[src/tmo_pkg.sv]
package tmo_pkg;

  // Register byte offsets on the plain register port.
  localparam logic [3:0] ADDR_CTRL_FIRST = 4'h0;
  localparam logic [3:0] ADDR_CTRL_SECOND = 4'h1;
  localparam logic [3:0] ADDR_STATUS = 4'h2;
  localparam logic [3:0] ADDR_CAP_ONE_HI = 4'h3;
  localparam logic [3:0] ADDR_CAP_ONE_LO = 4'h4;
  localparam logic [3:0] ADDR_CMP_ONE_HI = 4'h5;
  localparam logic [3:0] ADDR_CMP_ONE_LO = 4'h6;
  localparam logic [3:0] ADDR_CNT_HI = 4'h7;
  localparam logic [3:0] ADDR_CNT_LO = 4'h8;
  localparam logic [3:0] ADDR_ALT_HI = 4'h9;
  localparam logic [3:0] ADDR_ALT_LO = 4'ha;
  localparam logic [3:0] ADDR_CAP_TWO_HI = 4'hb;
  localparam logic [3:0] ADDR_CAP_TWO_LO = 4'hc;
  localparam logic [3:0] ADDR_CMP_TWO_HI = 4'hd;
  localparam logic [3:0] ADDR_CMP_TWO_LO = 4'he;

  // First control register fields.
  localparam int C1_CAP_IRQ_EN = 7;
  localparam int C1_CMP_IRQ_EN = 6;
  localparam int C1_OVF_IRQ_EN = 5;
  localparam int C1_FORCE_TWO = 4;
  localparam int C1_FORCE_ONE = 3;
  localparam int C1_LEVEL_TWO = 2;
  localparam int C1_EDGE_ONE = 1;
  localparam int C1_LEVEL_ONE = 0;

  // Second control register fields.
  localparam int C2_PIN_EN_ONE = 7;
  localparam int C2_PIN_EN_TWO = 6;
  localparam int C2_ONE_PULSE = 5;
  localparam int C2_PWM = 4;
  localparam int C2_DIV_HI = 3;
  localparam int C2_DIV_LO = 2;
  localparam int C2_EDGE_TWO = 1;
  localparam int C2_EXT_EDGE = 0;

  // Status register fields.
  localparam int ST_CAP_ONE = 7;
  localparam int ST_CMP_ONE = 6;
  localparam int ST_OVF = 5;
  localparam int ST_CAP_TWO = 4;
  localparam int ST_CMP_TWO = 3;

  // Tick divider select encodings.
  localparam logic [1:0] DIV_BY_TWO = 2'h0;
  localparam logic [1:0] DIV_BY_FOUR = 2'h1;
  localparam logic [1:0] DIV_BY_EIGHT = 2'h2;
  localparam logic [1:0] DIV_EXTERNAL = 2'h3;

  // Reset and reload values.
  localparam logic [7:0] CTRL_RESET = 8'h00;
  localparam logic [15:0] CMP_RESET = 16'h8000;
  localparam logic [15:0] CNT_RELOAD = 16'hfffc;
  localparam logic [15:0] CAP_ONE_PULSE_VALUE = 16'hfffd;
  localparam logic [15:0] CAP_RESET = 16'h0000;

endpackage

[src/tmo_timer_compare.sv]
`timescale 1ns/1ps

module tmo_timer_compare #(
  parameter int ADDR_W = 4
) (
  // Clock, reset and freeze.
  input wire logic clk_sys,
  input wire logic rstn,
  input wire logic clkEn,
  // Register port.
  input wire logic [ADDR_W-1:0] regAddr,
  input wire logic [7:0] regWrData,
  input wire logic regWrStb,
  input wire logic regRdStb,
  output logic [7:0] regRdData,
  // CPU interrupt mask and timer interrupt request.
  input wire logic cpuIrqMask,
  output logic timerIrq,
  // Trigger and clock pins from outside.
  input wire logic captureInPinOne,
  input wire logic captureInPinTwo,
  input wire logic extClkPin,
  // Compare pins, enable low while the timer drives them.
  output logic [1:0] compareOutPin,
  output logic [1:0] compareOutPinOeN
);
  import tmo_pkg::*;

  initial begin
    if (ADDR_W < 4) begin
      $error("ADDR_W must be at least 4");
    end
  end

  logic [7:0] ctrlFirst_q;
  logic [7:0] ctrlSecond_q;
  logic [15:0] cmpReg_q [2];
  logic [15:0] actCmp_q [2];
  logic [1:0] cmpHiPend_q;
  logic [15:0] cnt_q;
  logic [15:0] cntNext;
  logic [2:0] psc_q;
  logic [15:0] capOne_q;
  logic [15:0] capTwo_q;
  logic [1:0] capHiRead_q;
  logic [1:0] compareFlag_q;
  logic [1:0] cmpArm_q;
  logic [1:0] capFlag_q;
  logic [1:0] capArm_q;
  logic ovfFlag_q;
  logic ovfArm_q;
  logic [1:0] pinLatch_q;
  logic [7:0] rdData_q;
  logic [2:0] syncA_q;
  logic [2:0] syncB_q;
  logic [2:0] syncDly_q;
  logic tick;
  logic divTwo;
  logic pwmMode;
  logic onePulseMode;
  logic [1:0] match;
  logic [1:0] level;
  logic capEdgeOne;
  logic capEdgeTwo;
  logic extEdge;
  logic onePulseTrigger;
  logic cntWrite;
  logic [1:0] cmpLoAccess;
  logic [1:0] cmpHiWrite;
  logic [1:0] capLoAccess;
  logic statusRead;
  logic cntLoAccess;
  logic ctrlFirstWrite;
  logic [1:0] capEvent;
  logic [1:0] cmpFlagSet;
  logic [1:0] forceApply;

  // Strobe decode; the top address bits must be zero for a hit.
  logic addrHigh;
  assign addrHigh = (regAddr >> 4) != '0;
  function automatic logic hit(input logic [ADDR_W-1:0] a, input logic [3:0] off, input logic hi);
    hit = !hi && (a[3:0] == off);
  endfunction
  assign statusRead = regRdStb && hit(regAddr, ADDR_STATUS, addrHigh);
  assign ctrlFirstWrite = regWrStb && hit(regAddr, ADDR_CTRL_FIRST, addrHigh);
  assign cntWrite = regWrStb && (hit(regAddr, ADDR_CNT_LO, addrHigh) || hit(regAddr, ADDR_ALT_LO, addrHigh));
  assign cntLoAccess = (regWrStb || regRdStb) && hit(regAddr, ADDR_CNT_LO, addrHigh);
  assign cmpLoAccess[0] = (regWrStb || regRdStb) && hit(regAddr, ADDR_CMP_ONE_LO, addrHigh);
  assign cmpLoAccess[1] = (regWrStb || regRdStb) && hit(regAddr, ADDR_CMP_TWO_LO, addrHigh);
  assign cmpHiWrite[0] = regWrStb && hit(regAddr, ADDR_CMP_ONE_HI, addrHigh);
  assign cmpHiWrite[1] = regWrStb && hit(regAddr, ADDR_CMP_TWO_HI, addrHigh);
  assign capLoAccess[0] = (regWrStb || regRdStb) && hit(regAddr, ADDR_CAP_ONE_LO, addrHigh);
  assign capLoAccess[1] = (regWrStb || regRdStb) && hit(regAddr, ADDR_CAP_TWO_LO, addrHigh);

  // Mode decode; pulse-width mode wins when both mode bits are set.
  assign pwmMode = ctrlSecond_q[C2_PWM];
  assign onePulseMode = ctrlSecond_q[C2_ONE_PULSE] && !pwmMode;
  assign level[0] = ctrlFirst_q[C1_LEVEL_ONE];
  assign level[1] = ctrlFirst_q[C1_LEVEL_TWO];

  // Pin synchronisers: stage A feeds only stage B, edges are taken from B and its delay.
  always_ff @(posedge clk_sys or negedge rstn) begin
    if (!rstn) begin
      syncA_q <= 3'h0;
      syncB_q <= 3'h0;
      syncDly_q <= 3'h0;
    end else if (clkEn) begin
      syncA_q <= {extClkPin, captureInPinTwo, captureInPinOne};
      syncB_q <= syncA_q;
      syncDly_q <= syncB_q;
    end
  end

  // Active edges: the edge bit chooses rising when set, falling when clear.
  assign capEdgeOne = ctrlFirst_q[C1_EDGE_ONE] ? (syncB_q[0] && !syncDly_q[0]) : (!syncB_q[0] && syncDly_q[0]);
  assign capEdgeTwo = ctrlSecond_q[C2_EDGE_TWO] ? (syncB_q[1] && !syncDly_q[1]) : (!syncB_q[1] && syncDly_q[1]);
  assign extEdge = ctrlSecond_q[C2_EXT_EDGE] ? (syncB_q[2] && !syncDly_q[2]) : (!syncB_q[2] && syncDly_q[2]);
  assign onePulseTrigger = onePulseMode && capEdgeOne;

  // Prescaler runs freely so the tick phase never depends on the select bits.
  always_ff @(posedge clk_sys or negedge rstn) begin
    if (!rstn) begin
      psc_q <= 3'h0;
    end else if (clkEn) begin
      psc_q <= psc_q + 3'h1;
    end
  end

  // Tick selection.
  always_comb begin
    divTwo = 1'b0;
    case (ctrlSecond_q[C2_DIV_HI:C2_DIV_LO])
      DIV_BY_TWO: begin
        tick = psc_q[0];
        divTwo = 1'b1;
      end
      DIV_BY_FOUR: tick = (psc_q[1:0] == 2'h3);
      DIV_BY_EIGHT: tick = (psc_q == 3'h7);
      DIV_EXTERNAL: tick = extEdge;
      default: tick = 1'b0;
    endcase
  end

  assign cntNext = cnt_q + 16'h0001;

  // Match is judged once per tick; divide by 2 fires as the counter reaches the value,
  // the slower ticks fire as it leaves it, so the effect shows at value plus one.
  genvar gi;
  generate
    for (gi = 0; gi < 2; gi++) begin : gCmp
      assign match[gi] = tick && !cmpHiPend_q[gi]
        && (divTwo ? (cntNext == actCmp_q[gi]) : (cnt_q == actCmp_q[gi]));

      // Software-owned compare value; hardware never writes it.
      always_ff @(posedge clk_sys or negedge rstn) begin
        if (!rstn) begin
          cmpReg_q[gi] <= CMP_RESET;
        end else if (clkEn) begin
          if (cmpHiWrite[gi]) begin
            cmpReg_q[gi][15:8] <= regWrData;
          end
          if (regWrStb && cmpLoAccess[gi]) begin
            cmpReg_q[gi][7:0] <= regWrData;
          end
        end
      end

      // A high byte write holds the compare off until the low byte completes the value.
      always_ff @(posedge clk_sys or negedge rstn) begin
        if (!rstn) begin
          cmpHiPend_q[gi] <= 1'b0;
        end else if (clkEn) begin
          if (cmpHiWrite[gi]) begin
            cmpHiPend_q[gi] <= 1'b1;
          end else if (regWrStb && cmpLoAccess[gi]) begin
            cmpHiPend_q[gi] <= 1'b0;
          end
        end
      end

      // Working copy: follows the register, but in pulse-width mode it is only
      // refreshed at the period end so a half-written pair never glitches the pin.
      always_ff @(posedge clk_sys or negedge rstn) begin
        if (!rstn) begin
          actCmp_q[gi] <= CMP_RESET;
        end else if (clkEn) begin
          if (!pwmMode || match[1]) begin
            actCmp_q[gi] <= cmpReg_q[gi];
          end
        end
      end

      // Compare flag clearing arm: status read while set, then the low byte access.
      always_ff @(posedge clk_sys or negedge rstn) begin
        if (!rstn) begin
          cmpArm_q[gi] <= 1'b0;
          compareFlag_q[gi] <= 1'b0;
        end else if (clkEn) begin
          if (statusRead && compareFlag_q[gi]) begin
            cmpArm_q[gi] <= 1'b1;
          end else if (cmpLoAccess[gi]) begin
            cmpArm_q[gi] <= 1'b0;
          end
          if (cmpFlagSet[gi]) begin
            compareFlag_q[gi] <= 1'b1;
          end else if (cmpArm_q[gi] && cmpLoAccess[gi]) begin
            compareFlag_q[gi] <= 1'b0;
          end
        end
      end
    end
  endgenerate

  // Flag one is never set in either special mode; flag two is lost only in pulse-width mode.
  assign cmpFlagSet[0] = match[0] && !onePulseMode && !pwmMode;
  assign cmpFlagSet[1] = match[1] && !pwmMode;

  // Capture events; capture one is disconnected in both special modes.
  assign capEvent[0] = capEdgeOne && !onePulseMode && !pwmMode && !capHiRead_q[0];
  assign capEvent[1] = capEdgeTwo && !capHiRead_q[1];

  // Capture registers; the one-pulse trigger loads a fixed value instead.
  always_ff @(posedge clk_sys or negedge rstn) begin
    if (!rstn) begin
      capOne_q <= CAP_RESET;
      capTwo_q <= CAP_RESET;
    end else if (clkEn) begin
      if (onePulseTrigger) begin
        capOne_q <= CAP_ONE_PULSE_VALUE;
      end else if (capEvent[0]) begin
        capOne_q <= cnt_q;
      end
      if (capEvent[1]) begin
        capTwo_q <= cnt_q;
      end
    end
  end

  // Reading a capture high byte inhibits that capture until its low byte is read.
  always_ff @(posedge clk_sys or negedge rstn) begin
    if (!rstn) begin
      capHiRead_q <= 2'h0;
    end else if (clkEn) begin
      if (regRdStb && hit(regAddr, ADDR_CAP_ONE_HI, addrHigh)) begin
        capHiRead_q[0] <= 1'b1;
      end else if (regRdStb && capLoAccess[0]) begin
        capHiRead_q[0] <= 1'b0;
      end
      if (regRdStb && hit(regAddr, ADDR_CAP_TWO_HI, addrHigh)) begin
        capHiRead_q[1] <= 1'b1;
      end else if (regRdStb && capLoAccess[1]) begin
        capHiRead_q[1] <= 1'b0;
      end
    end
  end

  // Capture flags; in pulse-width mode the period end also sets flag one.
  always_ff @(posedge clk_sys or negedge rstn) begin
    if (!rstn) begin
      capFlag_q <= 2'h0;
      capArm_q <= 2'h0;
    end else if (clkEn) begin
      for (int k = 0; k < 2; k++) begin
        if (statusRead && capFlag_q[k]) begin
          capArm_q[k] <= 1'b1;
        end else if (capLoAccess[k]) begin
          capArm_q[k] <= 1'b0;
        end
      end
      if (capEvent[0] || onePulseTrigger || (pwmMode && match[1])) begin
        capFlag_q[0] <= 1'b1;
      end else if (capArm_q[0] && capLoAccess[0]) begin
        capFlag_q[0] <= 1'b0;
      end
      if (capEvent[1]) begin
        capFlag_q[1] <= 1'b1;
      end else if (capArm_q[1] && capLoAccess[1]) begin
        capFlag_q[1] <= 1'b0;
      end
    end
  end

  // Free-running counter with its three reload causes.
  always_ff @(posedge clk_sys or negedge rstn) begin
    if (!rstn) begin
      cnt_q <= CNT_RELOAD;
    end else if (clkEn) begin
      if (onePulseTrigger) begin
        cnt_q <= CNT_RELOAD;
      end else if (pwmMode && match[1]) begin
        cnt_q <= CNT_RELOAD;
      end else if (cntWrite) begin
        cnt_q <= CNT_RELOAD;
      end else if (tick) begin
        cnt_q <= cntNext;
      end
    end
  end

  // Overflow flag, set on roll-over, cleared by status read then counter low access.
  always_ff @(posedge clk_sys or negedge rstn) begin
    if (!rstn) begin
      ovfFlag_q <= 1'b0;
      ovfArm_q <= 1'b0;
    end else if (clkEn) begin
      if (statusRead && ovfFlag_q) begin
        ovfArm_q <= 1'b1;
      end else if (cntLoAccess) begin
        ovfArm_q <= 1'b0;
      end
      if (tick && (cnt_q == 16'hffff) && !onePulseTrigger && !(pwmMode && match[1]) && !cntWrite) begin
        ovfFlag_q <= 1'b1;
      end else if (ovfArm_q && cntLoAccess) begin
        ovfFlag_q <= 1'b0;
      end
    end
  end

  // Control registers; force bits are acted on at the write and never stored.
  always_ff @(posedge clk_sys or negedge rstn) begin
    if (!rstn) begin
      ctrlFirst_q <= CTRL_RESET;
      ctrlSecond_q <= CTRL_RESET;
    end else if (clkEn) begin
      if (ctrlFirstWrite) begin
        ctrlFirst_q <= regWrData & ~(8'h01 << C1_FORCE_ONE) & ~(8'h01 << C1_FORCE_TWO);
      end
      if (regWrStb && hit(regAddr, ADDR_CTRL_SECOND, addrHigh)) begin
        ctrlSecond_q <= regWrData;
      end
    end
  end

  // Forcing takes the level written in the same cycle; blocked in the special modes.
  assign forceApply[0] = ctrlFirstWrite && regWrData[C1_FORCE_ONE] && !onePulseMode && !pwmMode;
  assign forceApply[1] = ctrlFirstWrite && regWrData[C1_FORCE_TWO] && !onePulseMode && !pwmMode;

  // Pin latches. Pin one follows the mode; pin two only in plain compare mode.
  // Pin one: when the level bits are equal, every event writes the same value.
  always_ff @(posedge clk_sys or negedge rstn) begin
    if (!rstn) begin
      pinLatch_q <= 2'h0;
    end else if (clkEn) begin
      if (pwmMode) begin
        if (match[1]) begin
          pinLatch_q[0] <= level[1];
        end else if (match[0]) begin
          pinLatch_q[0] <= level[0];
        end
      end else if (onePulseMode) begin
        if (onePulseTrigger) begin
          pinLatch_q[0] <= level[1];
        end else if (match[0]) begin
          pinLatch_q[0] <= level[0];
        end
      end else begin
        if (forceApply[0]) begin
          pinLatch_q[0] <= regWrData[C1_LEVEL_ONE];
        end else if (match[0]) begin
          pinLatch_q[0] <= level[0];
        end
      end
      if (!onePulseMode && !pwmMode) begin
        if (forceApply[1]) begin
          pinLatch_q[1] <= regWrData[C1_LEVEL_TWO];
        end else if (match[1]) begin
          pinLatch_q[1] <= level[1];
        end
      end
    end
  end

  // The pin is released to the port logic whenever its enable bit is clear.
  assign compareOutPin = pinLatch_q;
  assign compareOutPinOeN[0] = !ctrlSecond_q[C2_PIN_EN_ONE];
  assign compareOutPinOeN[1] = !ctrlSecond_q[C2_PIN_EN_TWO];

  // One combined request; a pending flag raises it again once the mask drops.
  assign timerIrq = !cpuIrqMask && (
      (ctrlFirst_q[C1_CMP_IRQ_EN] && (compareFlag_q != 2'h0))
      || (ctrlFirst_q[C1_CAP_IRQ_EN] && (capFlag_q != 2'h0))
      || (ctrlFirst_q[C1_OVF_IRQ_EN] && ovfFlag_q));

  // Read data, registered so it stands in the cycle after the read strobe.
  always_ff @(posedge clk_sys or negedge rstn) begin
    if (!rstn) begin
      rdData_q <= 8'h00;
    end else if (clkEn) begin
      rdData_q <= 8'h00;
      if (regRdStb && !addrHigh) begin
        case (regAddr[3:0])
          ADDR_CTRL_FIRST: rdData_q <= ctrlFirst_q;
          ADDR_CTRL_SECOND: rdData_q <= ctrlSecond_q;
          ADDR_STATUS: begin
            rdData_q[ST_CAP_ONE] <= capFlag_q[0];
            rdData_q[ST_CMP_ONE] <= compareFlag_q[0];
            rdData_q[ST_OVF] <= ovfFlag_q;
            rdData_q[ST_CAP_TWO] <= capFlag_q[1];
            rdData_q[ST_CMP_TWO] <= compareFlag_q[1];
          end
          ADDR_CAP_ONE_HI: rdData_q <= capOne_q[15:8];
          ADDR_CAP_ONE_LO: rdData_q <= capOne_q[7:0];
          ADDR_CMP_ONE_HI: rdData_q <= cmpReg_q[0][15:8];
          ADDR_CMP_ONE_LO: rdData_q <= cmpReg_q[0][7:0];
          ADDR_CNT_HI: rdData_q <= cnt_q[15:8];
          ADDR_CNT_LO: rdData_q <= cnt_q[7:0];
          ADDR_ALT_HI: rdData_q <= cnt_q[15:8];
          ADDR_ALT_LO: rdData_q <= cnt_q[7:0];
          ADDR_CAP_TWO_HI: rdData_q <= capTwo_q[15:8];
          ADDR_CAP_TWO_LO: rdData_q <= capTwo_q[7:0];
          ADDR_CMP_TWO_HI: rdData_q <= cmpReg_q[1][15:8];
          ADDR_CMP_TWO_LO: rdData_q <= cmpReg_q[1][7:0];
          default: rdData_q <= 8'h00;
        endcase
      end
    end
  end

  assign regRdData = rdData_q;

endmodule

[config.mk]
export PLATFORM = sky130hd
export DESIGN_NAME = tmo_timer_compare
export DESIGN_NICKNAME = d
export VERILOG_FILES = /design/src/tmo_pkg.sv /design/src/tmo_timer_compare.sv
export SDC_FILE = /design/constraint.sdc
export NUM_CORES = 1
export LEC_CHECK = 0
export ABC_AREA = 1
export BUFFER_PORTS_ARGS = -buffer_cell sky130_fd_sc_hd__buf_2
export CORE_MARGIN = 2
export CORE_UTILIZATION = 50
export DETAILED_ROUTE_END_ITERATION = 8
export PLACE_DENSITY_LB_ADDON = 0.05
export SKIP_LAST_GASP = 1
export SLEW_MARGIN = 0
export SYNTH_ARGS = -nofsm -noshare
export SYNTH_HDL_FRONTEND = slang
export SYNTH_SLANG_ARGS = --single-unit
[constraint.sdc]
create_clock -name clk_sys -period 4.3 [get_ports clk_sys]
set_input_delay 0.215 -clock clk_sys [delete_from_list [all_inputs] [get_ports clk_sys]]
set_output_delay 0.215 -clock clk_sys [all_outputs]
set_load 0.01 [all_outputs]
### Word level (Yosys, flattened, before mapping)

Cells that the tools add are included.

| storage, ports and cells | value |
|---|---|
| register bits | 162 |
| latch bits | 0 |
| RAM bits | 0 |
| ROM bits | 0 |
| output and inout port bits | 13 |
| memories kept | 0 |

| operators by class | value |
|---|---|
| add/subtract/negate cells | 2 |
| multipliers | 0 |
| div/mod/pow operators | 0 |
| order comparisons | 0 |
| equal/unequal tests | 24 |
| shifts and indexed selects | 0 |
| muxes and demuxes | 52 |
| bitwise operators | 0 |
| reductions and logical operators | 135 |

Operators by type and width:

| cell | count |
|---|---|
| 16-bit 2-to-1 mux | 6 |
| 5-bit one-hot mux with 13 select lines | 1 |
| 16-bit equality test | 4 |
| 1-bit logical AND | 62 |
| 2-bit AND reduction | 24 |
| 1-bit 2-to-1 mux | 42 |
| 3-bit one-hot mux with 12 select lines | 1 |
| 2-bit nonzero test | 18 |
| 4-bit equality test, second input constant | 7 |
| 1-bit logical NOT | 18 |
| 16-bit by 1-bit adder with 16-bit output, second input constant | 1 |
| 16-bit equality test, second input constant | 1 |
| 4-bit by 3-bit equality test with 1-bit output, second input constant | 4 |
| 4-bit by 2-bit equality test with 1-bit output, second input constant | 2 |
| 8-bit 2-to-1 mux | 1 |
| 1-bit logical OR | 7 |
| 2-bit equality test, second input constant | 3 |
| 4-bit by 1-bit equality test with 1-bit output, second input constant | 1 |
| 4-bit logical NOT | 1 |
| 1-bit one-hot mux with 4 select lines | 1 |
| 4-bit nonzero test | 1 |
| 2-bit OR reduction | 2 |
| 3-bit by 1-bit adder with 3-bit output, second input constant | 1 |
| 3-bit equality test, second input constant | 1 |
| other kinds (3) | 3 |

### Depth between registers and ports, before layout

| depth | value |
|---|---|
| depth after elaboration | 12 |
| depth in mapped cells | 19 |
| depth with buffers taken out | 19 |

### Least setup slack after synthesis

No wires, ideal clock.

| path | value |
|---|---|
| kind | reg2reg |
| start point | register cnt_q[2] |
| end point | register actCmp_q[14] in the netlist's numbering |
| setup time | 0.120 ns |
| data arrival time | 2.038 ns |
| data required time | 4.180 ns |
| path slack | 2.141 ns |
| cell stages (with the launch flop) | 20 |
| path buffers | 2 |
| period minus slack after synthesis | 2.159 ns |
| path through | dfstp_2 buf_4 nand2_1 nor2_4 nand2_1 nand3_2 nand2_1 nand2_1 nand2_1 nor2_1 nand2_1 inv_1 nand2_1 nor2_2 nand3_2 nand2_2 nand2_4 buf_4 nor2_1 a21oi_1 |

| on the way | value |
|---|---|
| cells in the longest elaborated chain, start to end | 6 |
| elaborated cells on any way between the ends | 7 |
| classes of those cells | 1 x add/sub; 2 x eq/ne; 1 x mux; 3 x reduce/logical |

RTL lines:

| what | RTL line | RTL |
|---|---|---|
| start: declaration | tmo_timer_compare.sv:40 | `logic [15:0] cnt_q;` |
| start signal: assignment | tmo_timer_compare.sv:295 | `cnt_q <= cntNext;` |
| 16-bit by 1-bit adder with 16-bit output | tmo_timer_compare.sv:144 | `assign cntNext = cnt_q + 16'h0001;` |
| 16-bit equality test | tmo_timer_compare.sv:152 | `&& (divTwo ? (cntNext == actCmp_q[gi]) : (cnt_q == actCmp_q[gi]));` |
| 1-bit 2-to-1 mux * | tmo_timer_compare.sv:152 |  |
| 1-bit logical AND * | tmo_timer_compare.sv:152 |  |
| 1-bit logical OR * | tmo_timer_compare.sv:187 | `if (!pwmMode \|\| match[1]) begin` |
| 2-bit AND reduction (no source line) * | - |  |
| end signal: indexed assignment | tmo_timer_compare.sv:188 | `actCmp_q[gi] <= cmpReg_q[gi];` |
| end: declaration | tmo_timer_compare.sv:38 | `logic [15:0] actCmp_q [2];` |

Every way passes the cells marked *; elsewhere a longest branch is shown, timed or not.
A chain may end at the register's enable or synchronous reset.

### Worst setup path in the final report

| path | value |
|---|---|
| start point | register cnt_q[0] |
| end point | register cnt_q[0] |

| on the way | value |
|---|---|
| cells in the longest elaborated chain, start to end | 7 |
| elaborated cells on any way between the ends | 12 |
| classes of those cells | 1 x add/sub; 2 x eq/ne; 5 x mux; 4 x reduce/logical |

RTL lines:

| what | RTL line | RTL |
|---|---|---|
| 16-bit by 1-bit adder with 16-bit output | tmo_timer_compare.sv:144 |  |
| 16-bit equality test | tmo_timer_compare.sv:152 |  |
| 1-bit 2-to-1 mux | tmo_timer_compare.sv:152 |  |
| 1-bit logical AND | tmo_timer_compare.sv:152 |  |
| 1-bit logical AND | tmo_timer_compare.sv:290 | `end else if (pwmMode && match[1]) begin` |
| 4-bit nonzero test (no source line) / 16-bit 2-to-1 mux (equally long branches) | - |  |
| 2-bit AND reduction (no source line) / 16-bit 2-to-1 mux (equally long branches) | - |  |

Parallel ways exist; a longest one is shown, timed or not. The select of a mux whose other input is x is not followed.

==> reports/metrics.csv <==
stage,metric,value,unit
setup_path,required,4610,ps
drt,drtIter0Drc,887,
hold_path,min_to,cmpReg_q[6],
grt,grt_max_degree,94,
setup_path,endpoint_kind,register,
die,rows,48,
grt,antenna_found_initial,0,
sta,tightest_slew,1147,ps
job,drv_cap,0,
sta,max_slew_margin,0.2328,
sta,hold_ws,26.49,ps
setup_path,cp.arrival,3670,ps
placed_design,numPortBuffers,33,
synth,synth.net_count,1212,
sta,period_share,0.7802,
setup_path,rrSetupSlack,950,ps
clock_network,clkTransAtPathRegs,70,ps
sta,hold_viol,0,
grt,grt_overflow,0,
die,coreArea,17360,um^2
synth,synthCells,1188,
setup_path,path_class,reg -> reg,
sta,skew,8.599,ps
clock_network,cts_root_buf,clkbuf_16,
die,die-area,18900,um^2
synth,synth.avg_cell_area,7.500,um^2
synth,yosys_warnings,0,
finish,design_area,9776,um^2
die,initial_core_util,0.5133,
clock_network,clk_path_buf_depth,2,
clock_network,clk_latency,430,ps
hold_path,worstHoldPathCells,3,
drt,vias,8208,
clock_network,cts_resized,0,
synth,ys_ff_latch,162,
placed_design,gp_congestion,0.9711,
synth,yosysUniqueCellTypes,47,
finish,multi_input_area,3980,um^2
placed_design,placed_area,9114,um^2
die,die_y,137.5,um
clock_network,h-tree-depth,4,
drt,wl,29.05,mm
setup_path,crit_path_start_kind,register,
grt,grt_usage,0.3248,
die,boundaryPins,34,
sta,min_period,3355,ps
finish,syn_to_final_growth,9.718,%
sta,setup_tns,0,ps
drt,ant_nets,0,
synth,synth_top_family_by_area,simple AND/OR/NAND/NOR gates,
power_and_ir_drop,power,6.059,mW
die,die_x,137.5,um
synth,synthAdderAreaFrac,0.004213,
placed_design,dp_hpwl,21.79,mm
finish,drive_above_1_share,0.1038,
clock_network,cts_tree,done,
clock_network,cts.sinks,162,
sta,slew_violations,0,
finish,fin_nets,1235,
synth,synth_edf_count,0,
finish,final-seq-area,4076,um^2
synth,synth-async-reset-ratio,1.000,
synth,synth-simple-area-share,0.3099,
clock_network,numCtsBuffers,17,
clock_network,hold_buffers,4,
drt,dr.pass1.iters,5,
sta,report.final.setup_viol,0,
synth,synth_compound_area_frac,0.1296,
finish,num_antenna_cells,0,
grt,grt_pass1_wl,44.81,mm
drt,vias_per_cell,5.665,
power_and_ir_drop,p_leak,4.827,nW
hold_path,hold_class,in -> reg,
synth,synth_xor_xnor_area_share,0.002949,
clock_network,post_cts_buffers,0,
synth,synth_flop_cell,dfrtp_1,
sta,max_freq,298.1,MHz
drt,wl_per_cell,20.05,um
placed_design,place_ws,1051,ps
setup_path,reg2reg_to,cnt_q[0],
synth,synth.cell_area,8910,um^2
drt,drc,0,
sta,setup_slack,945.0,ps
setup_path,reg2regPathDepth,16,
setup_path,r2r_start,cnt_q[0],
setup_path,critPathMaxFanout,20,
grt,first_global_vias,7820,
power_and_ir_drop,power-per-cell-area,619.8,nW/um^2
synth,synthMuxAreaShare,0,
sta,rsz0062_at_grt,no,
hold_path,hold_start,regWrData[6],
synth,synth_seq_area_share,0.4575,
status,outcome,completed,
power_and_ir_drop,ir_drop,0.3933,mV
finish,n_fill_cell,1711,
-- layout make-up --
type / instances / share of cell area
well taps: 225 / 0.02880
clock inverters: 15 / 0.02009
repair buffers: 42 / 0.02547
clock buffers: 17 / 0.04352
multi-input cells: 837 / 0.4071
flip-flops and latches: 162 / 0.4170
inverters: 151 / 0.05798
-- flip-flops by register name (all words and copies together), names as in the netlist, 6 cells and up --
signal,cells
ctrlFirst_q,6
cnt_q,16
actCmp_q,32
cmpReg_q,32
regRdData,8
capTwo_q,16
capOne_q,16
ctrlSecond_q,8
-- how the worst max path moves through the flow --
stage                        start      endpoint  cells past startpoint
after floorplan           cnt_q[2]  actCmp_q[14]                     19
after global placement    cnt_q[0]      cnt_q[0]                     16
after detailed placement  cnt_q[0]      cnt_q[0]                     16
after CTS                 cnt_q[0]      cnt_q[0]                     16
after global routing      cnt_q[0]      cnt_q[0]                     16
final                     cnt_q[0]      cnt_q[0]                     16
-- per-stage QoR --
step           instances    util
3_3_place_gp        1413  0.5251
4_1_cts             1449  0.5632
2_1_floorplan       1188       -
6_report            1449  0.5632
5_1_grt             1449  0.5632
3_5_place_dp        1413  0.5251
-- cell families (layout without fill, tap and decap cells) --
| logic type | Yosys count | in the layout |
|---|---|---|
| AND/OR/NAND/NOR | 623 | 623 |
| adder cells (fa/ha/maj) | 3 | 3 |
| buffers and inverters | 189 | 225 |
| AO/OA/AOI/OAI | 208 | 208 |
| XOR/XNOR | 3 | 3 |
| flip-flops | 162 | 162 |
-- layer usage --
metal,global-route usage,up-vias,part of all wire
li1,-,3919,-
met1,0.4537,3850,0.44
met2,0.5044,376,0.45
met3,0.05923,63,0.070
met4,0.1237,0,0.038
met5,0,-,0
-- placed cells by master, fill, tap and decap left out, types with 14 or more instances in the layout --
cell | netlist | final
nand2_1 | 367 | 367
inv_1 | 147 | 147
dfrtp_1 | 144 | 144
nand3_1 | 110 | 110
o21ai_0 | 109 | 109
nor2_1 | 74 | 74
buf_2 | 4 | 32
a21oi_1 | 31 | 31
o21ai_1 | 26 | 26
dfstp_2 | 18 | 18
clkbuf_16 | 0 | 17
nand4_1 | 14 | 14
-- synth_stat cells, drive strengths merged, types with 2 or more instances --
cell type	number	area share
a2111oi	2	0.0020
a21oi	31	0.017
a221oi	5	0.0049
a22oi	4	0.0034
buf	16	0.017
clkbuf	21	0.014
dfrtp	144	0.40
dfstp	18	0.053
ha	3	0.0042
inv	150	0.063
nand2	382	0.17
nand3	119	0.073
nand3b	12	0.010
nand4	14	0.0098
nor2	84	0.042
nor3	3	0.0017
nor4	6	0.0042
o2111ai	8	0.0079
o211ai	3	0.0025
o21ai	136	0.077
o22ai	12	0.0084
o31ai	3	0.0025
xnor2	2	0.0020
-- power breakdown --
| part | internal (mW) | leakage, nW | switching (mW) |
|---|---|---|---|
| clock network | 0.937 | 0.308 | 0.706 |
| registers | 2.02 | 1.97 | 0.452 |
| logic | 0.629 | 2.55 | 1.32 |
| total | 3.58 | 4.83 | 2.47 |
-- critical path: stages, from the launching register on --
cell     delay [ps]
dfrtp_1         620
ha_1            280
nand3_1         150
nor2_1          220
nand3_1         120
nand2_1         100
nand3_1         110
nand3_1         170
nand2_1          60
inv_1            50
nand3_1          80
nor2_1          140
nand3_2         430
nand3_4         370
nand2_4         180
nand2_1         100
nand2_1          50
(Power assumes the default switching activity.)
